**src/hw/psbst_defs.vh**
```
/*
 * constants of the pseudo-static ram synchronous burst engine.
 * assumes it is included by bare name from the design files under hw/.
 */
`ifndef PSBST_DEFS_VH
`define PSBST_DEFS_VH

// ==========================================================
// burst configuration
`define PSBST_LATENCY 5
`define PSBST_BURST_LEN 4
`define PSBST_DATA_W 16
`define PSBST_ADDR_W 8

// ==========================================================
// engine states
`define PSBST_ST_IDLE 2'h0
`define PSBST_ST_LAT 2'h1
`define PSBST_ST_DATA 2'h2
`define PSBST_ST_DONE 2'h3

// ==========================================================
// synchroniser bit positions
`define PSBST_SY_BCLK 0
`define PSBST_SY_CS 1
`define PSBST_SY_ADV 2
`define PSBST_SY_WE 3
`define PSBST_SY_OE 4
`define PSBST_SY_UB 5
`define PSBST_SY_LB 6
`define PSBST_SY_W 7

`endif

```
**src/hw/psbst_mem.v**
```verilog
/*
 * storage array of the burst engine with byte-lane writes and registered read.
 * assumes one clock and that read address is stable a cycle before use.
 */
module psbst_mem #(
    parameter ADDR_W = 8,
    parameter DATA_W = 16
) (
    input wire ref_clk,
    input wire wr_en,
    input wire [1:0] wr_lane,
    input wire [ADDR_W-1:0] wr_addr,
    input wire [DATA_W-1:0] wr_data,
    input wire [ADDR_W-1:0] rd_addr,
    output reg [DATA_W-1:0] rd_data_reg
);
    localparam HALF = DATA_W / 2;
    reg [DATA_W-1:0] mem [0:(1<<ADDR_W)-1];

    // ==========================================================
    // array access; no reset so it maps onto ram
    always @(posedge ref_clk) begin
        if (wr_en && wr_lane[0]) begin
            mem[wr_addr][HALF-1:0] <= wr_data[HALF-1:0];
        end
        if (wr_en && wr_lane[1]) begin
            mem[wr_addr][DATA_W-1:HALF] <= wr_data[DATA_W-1:HALF];
        end
        rd_data_reg <= mem[rd_addr];
    end
endmodule

```
**src/hw/psbst_top.v**
```verilog
/*
 * device side of a pseudo-static ram synchronous burst interface:
 * latency counting, wait signalling, burst read with suspend, burst write,
 * early stop by chip select.
 * assumes every pin is asynchronous to ref_clk and the burst clock runs
 * well below a quarter of ref_clk so each edge is seen once.
 */
`include "psbst_defs.vh"

module psbst_top #(
    parameter LATENCY = `PSBST_LATENCY,
    parameter BURST_LEN = `PSBST_BURST_LEN,
    parameter ADDR_W = `PSBST_ADDR_W,
    parameter DATA_W = `PSBST_DATA_W
) (
    input wire ref_clk,
    input wire nrst,
    input wire burst_clk,
    input wire chip_select_n,
    input wire address_valid_n,
    input wire write_enable_n,
    input wire output_enable_n,
    input wire upper_byte_mask_n,
    input wire lower_byte_mask_n,
    input wire [ADDR_W-1:0] addr,
    input wire [DATA_W-1:0] dq_in,
    output reg [DATA_W-1:0] dq_out_reg,
    output reg dq_oe_reg,
    output reg wait_n_reg,
    output reg wait_oe_reg
);
    localparam CNT_W = $clog2(LATENCY + 1);
    localparam IDX_W = $clog2(BURST_LEN + 1);
    localparam [CNT_W-1:0] LAT_FULL = LATENCY;
    localparam [CNT_W-1:0] LAT_READY = LATENCY - 1;
    localparam [CNT_W-1:0] CNT_ONE = 1;
    localparam [IDX_W-1:0] IDX_LAST = BURST_LEN;
    localparam [IDX_W-1:0] IDX_ONE = 1;
    localparam [ADDR_W-1:0] ADDR_ZERO = 0;
    localparam [DATA_W-1:0] DATA_ZERO = 0;

    // ==========================================================
    // pin synchronisers; stage one feeds stage two only
    reg [`PSBST_SY_W-1:0] sy1_reg;
    reg [`PSBST_SY_W-1:0] sy2_reg;
    reg [`PSBST_SY_W-1:0] sy3_reg;
    reg [ADDR_W-1:0] addr1_reg;
    reg [ADDR_W-1:0] addr2_reg;
    reg [DATA_W-1:0] din1_reg;
    reg [DATA_W-1:0] din2_reg;
    wire [`PSBST_SY_W-1:0] pins;

    assign pins = {lower_byte_mask_n, upper_byte_mask_n, output_enable_n,
                   write_enable_n, address_valid_n, chip_select_n, burst_clk};

    always @(posedge ref_clk or negedge nrst) begin
        if (!nrst) begin
            sy1_reg <= {`PSBST_SY_W{1'b1}};
            sy2_reg <= {`PSBST_SY_W{1'b1}};
            sy3_reg <= {`PSBST_SY_W{1'b1}};
            addr1_reg <= ADDR_ZERO;
            addr2_reg <= ADDR_ZERO;
            din1_reg <= DATA_ZERO;
            din2_reg <= DATA_ZERO;
        end else begin
            sy1_reg <= pins;
            sy2_reg <= sy1_reg;
            sy3_reg <= sy2_reg;
            addr1_reg <= addr;
            addr2_reg <= addr1_reg;
            din1_reg <= dq_in;
            din2_reg <= din1_reg;
        end
    end

    wire cs_low = ~sy2_reg[`PSBST_SY_CS];
    wire adv_low = ~sy2_reg[`PSBST_SY_ADV];
    wire oe_low = ~sy2_reg[`PSBST_SY_OE];
    wire bclk_rise = sy2_reg[`PSBST_SY_BCLK] & ~sy3_reg[`PSBST_SY_BCLK];
    wire cs_fall = ~sy2_reg[`PSBST_SY_CS] & sy3_reg[`PSBST_SY_CS];
    wire cs_rise = sy2_reg[`PSBST_SY_CS] & ~sy3_reg[`PSBST_SY_CS];
    wire adv_fall = ~sy2_reg[`PSBST_SY_ADV] & sy3_reg[`PSBST_SY_ADV];

    // ==========================================================
    // burst engine
    reg [1:0] state_reg;
    reg [1:0] state_next;
    reg [CNT_W-1:0] cnt_reg;
    reg [CNT_W-1:0] cnt_next;
    reg [IDX_W-1:0] idx_reg;
    reg [IDX_W-1:0] idx_next;
    reg [ADDR_W-1:0] base_reg;
    reg [ADDR_W-1:0] base_next;
    reg is_write_reg;
    reg is_write_next;
    reg adv_used_reg;
    reg adv_used_next;
    reg present_now;
    reg write_now;
    wire [ADDR_W-1:0] word_addr;
    wire [DATA_W-1:0] rd_data;

    assign word_addr = base_reg + {{(ADDR_W-IDX_W){1'b0}}, idx_reg};

    always @* begin
        state_next = state_reg;
        cnt_next = cnt_reg;
        idx_next = idx_reg;
        base_next = base_reg;
        is_write_next = is_write_reg;
        adv_used_next = adv_used_reg & adv_low;
        present_now = 1'b0;
        write_now = 1'b0;
        if (!cs_low) begin
            // select high ends any burst at once, complete or not
            state_next = `PSBST_ST_IDLE;
            adv_used_next = 1'b0;
        end else if (bclk_rise && adv_low && !adv_used_reg) begin
            // only the first edge of a valid-low period opens a burst
            state_next = `PSBST_ST_LAT;
            cnt_next = CNT_ONE;
            idx_next = {IDX_W{1'b0}};
            base_next = addr2_reg;
            is_write_next = ~sy2_reg[`PSBST_SY_WE];
            adv_used_next = 1'b1;
        end else if (bclk_rise) begin
            // no burst clock edge, no progress: this is the suspend
            case (state_reg)
                `PSBST_ST_LAT: begin
                    cnt_next = cnt_reg + CNT_ONE;
                    if (cnt_reg + CNT_ONE == LAT_FULL) begin
                        state_next = `PSBST_ST_DATA;
                        present_now = ~is_write_reg;
                        write_now = is_write_reg;
                        idx_next = IDX_ONE;
                    end
                end
                `PSBST_ST_DATA: begin
                    if (idx_reg == IDX_LAST) begin
                        state_next = `PSBST_ST_DONE;
                    end else begin
                        present_now = ~is_write_reg;
                        write_now = is_write_reg;
                        idx_next = idx_reg + IDX_ONE;
                    end
                end
                default: begin
                end
            endcase
        end
    end

    always @(posedge ref_clk or negedge nrst) begin
        if (!nrst) begin
            state_reg <= `PSBST_ST_IDLE;
            cnt_reg <= {CNT_W{1'b0}};
            idx_reg <= {IDX_W{1'b0}};
            base_reg <= ADDR_ZERO;
            is_write_reg <= 1'b0;
            adv_used_reg <= 1'b0;
        end else begin
            state_reg <= state_next;
            cnt_reg <= cnt_next;
            idx_reg <= idx_next;
            base_reg <= base_next;
            is_write_reg <= is_write_next;
            adv_used_reg <= adv_used_next;
        end
    end

    // ==========================================================
    // storage; read word is prefetched from word_addr between edges
    psbst_mem #(
        .ADDR_W(ADDR_W),
        .DATA_W(DATA_W)
    ) u_mem (
        .ref_clk(ref_clk),
        .wr_en(write_now),
        .wr_lane({~sy2_reg[`PSBST_SY_UB], ~sy2_reg[`PSBST_SY_LB]}),
        .wr_addr(word_addr),
        .wr_data(din2_reg),
        .rd_addr(word_addr),
        .rd_data_reg(rd_data)
    );

    // ==========================================================
    // pin drivers
    wire reading = ~is_write_reg &
                   ((state_reg == `PSBST_ST_DATA) | (state_reg == `PSBST_ST_DONE));

    always @(posedge ref_clk or negedge nrst) begin
        if (!nrst) begin
            dq_out_reg <= DATA_ZERO;
            dq_oe_reg <= 1'b0;
            wait_n_reg <= 1'b1;
            wait_oe_reg <= 1'b0;
        end else begin
            // held word stays put until the next presenting edge
            if (present_now) begin
                dq_out_reg <= rd_data;
            end
            dq_oe_reg <= reading & cs_low & oe_low & (state_next != `PSBST_ST_IDLE);
            if (cs_rise) begin
                wait_oe_reg <= 1'b0;
                wait_n_reg <= 1'b1;
            end else if (cs_fall || (cs_low && adv_fall)) begin
                wait_oe_reg <= 1'b1;
                wait_n_reg <= 1'b0;
            end else if (state_reg == `PSBST_ST_LAT && bclk_rise && cnt_next == LAT_READY) begin
                wait_n_reg <= 1'b1;
            end
        end
    end
endmodule

```
**config.mk**
```make
export PLATFORM = sky130hd
export DESIGN_NAME = psbst_top
export DESIGN_NICKNAME = d
export VERILOG_FILES = /design/src/hw/psbst_mem.v /design/src/hw/psbst_top.v
export VERILOG_INCLUDE_DIRS = /design/src /design/src/hw
export SDC_FILE = /design/constraint.sdc
export NUM_CORES = 2
export LEC_CHECK = 0
export BUFFER_PORTS_ARGS = -buffer_cell sky130_fd_sc_hd__clkbuf_2
export CORE_MARGIN = 4
export CORE_UTILIZATION = 25
export DETAILED_ROUTE_END_ITERATION = 10
export GPL_TIMING_DRIVEN = 0
export PLACE_DENSITY_LB_ADDON = 0.3
export SLEW_MARGIN = 10
export SYNTH_ARGS = -nofsm -noshare
export SYNTH_HDL_FRONTEND = slang
export SYNTH_SLANG_ARGS = --single-unit
```
**constraint.sdc**
```tcl
create_clock -name ref_clk -period 5.37 [get_ports ref_clk]
set_input_delay 0.8055 -clock ref_clk [delete_from_list [all_inputs] [get_ports ref_clk]]
set_output_delay 0.8055 -clock ref_clk [all_outputs]
set_load 0.02 [all_outputs]
```
==> impl_metrics.xml <==
<?xml version="1.0" encoding="UTF-8"?>
<metrics>
  <group name="outcome">
    <metric name="status" unit="">finished, violations left</metric>
    <metric name="failed_checks" unit="">negative setup slack</metric>
  </group>
  <group name="worst_setup_path">
    <metric name="worst-path-buf-inv" unit="">6</metric>
    <metric name="worst_setup_path_category" unit="">reg2reg</metric>
    <metric name="crit_start" unit="">idx_reg[2]$_DFFE_PN0P_</metric>
    <metric name="setup.worst_path.start_class" unit="">flip-flop</metric>
    <metric name="critical_path.reg2reg.startpoint" unit="">idx_reg[2]$_DFFE_PN0P_</metric>
    <metric name="critPathCaptureType" unit="">flip-flop</metric>
    <metric name="arrival" unit="ns">6.29</metric>
    <metric name="path_cells" unit="">ha_2, a211oi_4, buf_4, or3_4, buf_6, nand2_4, buf_4, buf_8, buf_4, buf_4, a311oi_1, a31oi_2, o22a_1, nand4_1</metric>
    <metric name="crit_top_cell" unit="">buf_4</metric>
    <metric name="critPathRequiredTime" unit="ns">6.03</metric>
    <metric name="critical_path.max_fanout" unit="">10</metric>
    <metric name="critical-path-slowest-cell" unit="">nand4_1</metric>
    <metric name="critical-path-max-stage-delay" unit="ns">0.69</metric>
    <metric name="cell_family_contributing_the_most_delay_on_the_critical_path" unit="">buffers and inverters</metric>
  </group>
  <group name="global_routing">
    <metric name="grt_util_all_layers" unit="%">17.1</metric>
    <metric name="grt_first_pass_wirelength" unit="mm">784</metric>
    <metric name="number_of_antenna_violations_at_the_first_check_in_global_routing" unit="">52</metric>
    <metric name="grt_max_degree" unit="">95</metric>
    <metric name="grt_pass1_vias" unit="">87600</metric>
    <metric name="grt_overflow_total" unit="">0</metric>
  </group>
  <group name="timing">
    <metric name="fin_crit" unit="ns">5.63</metric>
    <metric name="setup_tns" unit="ns">-20.20</metric>
    <metric name="setup_viol" unit="">281</metric>
    <metric name="rsz_0062_raised_after_global_routing" unit="">true</metric>
    <metric name="finalClockSkew" unit="ns">0.0930</metric>
    <metric name="final.hold.worst_slack" unit="ns">0.283</metric>
    <metric name="clock.fmax" unit="MHz">178</metric>
    <metric name="timing_max_transition_violations_final" unit="">0</metric>
    <metric name="worst_slew_pin_slew" unit="ns">1.42</metric>
    <metric name="fin_ws" unit="ns">-0.259</metric>
    <metric name="slew_headroom" unit="%">4.55</metric>
    <metric name="timing_hold_violations_final" unit="">0</metric>
    <metric name="final_min_period_over_clock_period" unit="%">105</metric>
  </group>
  <group name="yosys">
    <metric name="postSynth.asyncResetShare" unit="%">2.42</metric>
    <metric name="synth.cell_area" unit="sq um">163000</metric>
    <metric name="synth_top_area_cell" unit="">edfxtp_1</metric>
    <metric name="netlist_top_cells_area" unit="">edfxtp_1, mux4_2, nand2_1, dfrtp_1, nor2_1</metric>
    <metric name="syn-instance-count" unit="">8029</metric>
    <metric name="yosys.cell_count.top_type" unit="">edfxtp_1</metric>
    <metric name="number_of_synthesized_flops_with_an_enable_pin" unit="">4096</metric>
    <metric name="average_cell_area_after_synthesis" unit="sq um">20.4</metric>
    <metric name="synth.distinct_cells" unit="">65</metric>
    <metric name="synthDominantCellAreaShare" unit="%">75.3</metric>
    <metric name="syn_nets" unit="">8074</metric>
    <metric name="netlist_top_cells_count" unit="">edfxtp_1, mux4_2, nand2_1, nor2_1, clkbuf_1</metric>
    <metric name="warning_count_from_the_yosys_run" unit="">0</metric>
    <metric name="count_of_state_elements_after_synthesis" unit="">4214</metric>
    <metric name="synthFlopType" unit="">edfxtp_1</metric>
    <metric name="synth.yosys.seq_area_share" unit="%">77.0</metric>
  </group>
  <group name="layout">
    <metric name="registers.top_by_ff_count" unit="">u_mem.mem</metric>
    <metric name="final_layout_size_suffix_gt1_share" unit="%">31.5</metric>
    <metric name="design.final.nets" unit="">8724</metric>
    <metric name="largest_reg_flops" unit="">4096</metric>
    <metric name="area_delta_synth_final" unit="%">19.9</metric>
  </group>
  <group name="pwr">
    <metric name="internal" unit="W">0.0613</metric>
    <metric name="leakage" unit="nW">60.1</metric>
    <metric name="p_switching" unit="W">0.0280</metric>
    <metric name="combPwrFrac" unit="%">25.3</metric>
    <metric name="p_clk_share" unit="%">34.0</metric>
    <metric name="max-vdd-ir-drop" unit="mV">0.306</metric>
    <metric name="seq_power_share" unit="%">40.7</metric>
    <metric name="cellPowerDensity" unit="nW/um^2">456</metric>
    <metric name="design_power_total" unit="W">0.0893</metric>
    <metric name="switching_share" unit="%">31.3</metric>
  </group>
  <group name="clock_tree">
    <metric name="cts-root-buf" unit="">clkbuf_16</metric>
    <metric name="clock_latency" unit="ns">1.07</metric>
    <metric name="cts_buffers" unit="">428</metric>
    <metric name="cts_tree" unit="">yes</metric>
    <metric name="h-tree-depth" unit="">5</metric>
    <metric name="clock_sink_count" unit="">4214</metric>
    <metric name="cts_clock_pin_slew_for_the_worst_setup_and_hold_paths" unit="ns">0.06</metric>
    <metric name="ctsLongestPathBuffers" unit="">4</metric>
  </group>
  <group name="placement">
    <metric name="dp.final_hpwl" unit="mm">418</metric>
    <metric name="io_buffer_count" unit="">51</metric>
    <metric name="routabilityCongestion" unit="">0.983</metric>
  </group>
  <group name="detailed_routing">
    <metric name="detail_route.wl_per_cell" unit="um">33.3</metric>
    <metric name="vias" unit="">88200</metric>
    <metric name="dr.first_iter.drc_count" unit="">12300</metric>
    <metric name="drt.antenna.violating_nets" unit="">0</metric>
    <metric name="drc" unit="">0</metric>
    <metric name="post_drt_via_cell_ratio" unit="">4.98</metric>
    <metric name="pre_repair_dr_iteration_count" unit="">8</metric>
    <metric name="routed_wirelength" unit="mm">590</metric>
  </group>
  <group name="floorplanning">
    <metric name="design.die.area" unit="sq um">667000</metric>
    <metric name="die_h" unit="um">817</metric>
    <metric name="fp-row-count" unit="">296</metric>
    <metric name="floorplan.initialDensity" unit="%">25.1</metric>
    <metric name="floorplan.die.width" unit="um">817</metric>
    <metric name="core-area" unit="sq um">651000</metric>
    <metric name="design.portCount" unit="">52</metric>
  </group>
  <group name="min_path">
    <metric name="worst_hold_path_type" unit="">in2async</metric>
  </group>
  <group name="flow_run">
    <metric name="drv_cap" unit="">0</metric>
  </group>
</metrics>
## logic make-up after synthesis
group,count (synthesis),share of synthesized area (%)
compound gates,459,2.13
flops,4214,77.0
mux,1168,15.0
fa+ha+maj,12,0.0965
simple gates,1633,4.26
xor+xnor,7,0.0375
buf+inv,536,1.42
## per-stage QoR
stage          area, sq um  utilization (%)  setup slack (ns)  std cells
2_1_floorplan       163000                -              1.40       8029
5_1_grt             196000             30.1            -0.147      17700
3_3_place_gp        175000             26.8             -6.19      16700
6_report            196000             30.1            -0.259      17700
3_5_place_dp        178000             27.3             -3.17      16800
4_1_cts             195000             30.0            -0.165      17700
## layout by cell type, fill, tap and decap left out, types with 22 or more instances in the layout
cell,synthesis,layout
buf_4,32,103
bufinv_16,0,52
buf_2,124,61
clkbuf_2,0,141
a31oi_1,61,22
mux2_2,25,25
and3_1,100,99
and2_1,54,53
nand2_1,702,669
clkinv_2,0,72
clkbuf_4,0,67
a2111oi_0,75,25
a211oi_1,97,71
buf_6,3,39
mux2i_1,117,93
nor2_2,0,293
clkbuf_1,313,215
clkbuf_16,0,436
diode_2,0,36
buf_12,1,39
dfrtp_1,84,66
a2111oi_2,0,25
mux4_2,1026,1026
a311oi_1,63,59
edfxtp_1,4096,4096
o22a_1,28,22
clkinv_1,0,80
o21ai_0,36,33
buf_16,0,76
nor2_1,531,180
mux2i_2,0,24
nor2_4,0,58
dlygate4sd3_1,0,32
nand3_1,136,135
## worst reg2reg max path: cells and delay by family (launching register included)
family | cells | cell delay, ns
buffers and inverters | 6 | 1.91
AO/OA/AOI/OAI | 4 | 1.21
AND/OR/NAND/NOR | 3 | 1.18
flip-flops | 1 | 0.56
adder cells (fa/ha/maj) | 1 | 0.42
## timing repair
action	CTS	global route
buffers inserted	23	1
hold buffers	32	0
pin swaps	38	18
gates resized for setup	972	235
endpoints found under the setup margin	4112	1843
hold endpoints to repair	57	0
## worst paths after layout
path	endpoint	slack [ns]	cells past startpoint
setup / recovery	u_mem.rd_data_reg[9]$_DFF_P_	-0.26	14
hold / removal	din1_reg[2]$_DFF_PN0_	0.28	2
setup reg to reg	u_mem.rd_data_reg[9]$_DFF_P_	-0.26	14
hold reg to reg	din2_reg[11]$_DFF_PN0_	0.33	0
max in group asynchronous	din2_reg[5]$_DFF_PN0_	4.21	3
min in group ref_clk	din2_reg[11]$_DFF_PN0_	0.33	0
## per-layer routing
layer | global-route usage (%) | vias to the layer above | share of wire, % | wire length, um
met5 | 0 | - | 0.055 | 322
met3 | 4.66 | 1147 | 10 | 59900
met2 | 26.3 | 4997 | 45 | 266000
li1 | - | 34300 | - | -
met4 | 9.24 | 26 | 6.5 | 38400
met1 | 22.0 | 47700 | 38 | 226000
## layout make-up
cell class,instances,area (sq um)
tap,8642,10800
clock buffer,515,11100
sequential,4214,126000
antenna,36,90.1
buffer,516,3650
inverter,13,48.8
clock inverter,262,2950
fill,62800,455000
multi-input combinational,3279,38000
timing repair buffer,227,3440
## power by group through the flow
stage / combinational (W) / clock (W) / sequential (W)
global placement: 0.0198 / 0 / 0.0378
detailed placement: 0.0207 / 0 / 0.0370
finish: 0.0226 / 0.0304 / 0.0363
global route: 0.0230 / 0.0321 / 0.0363
floorplan: 0.0107 / 0 / 0.0372
CTS: 0.0220 / 0.0307 / 0.0363
Power figures use the tool's default switching activity.
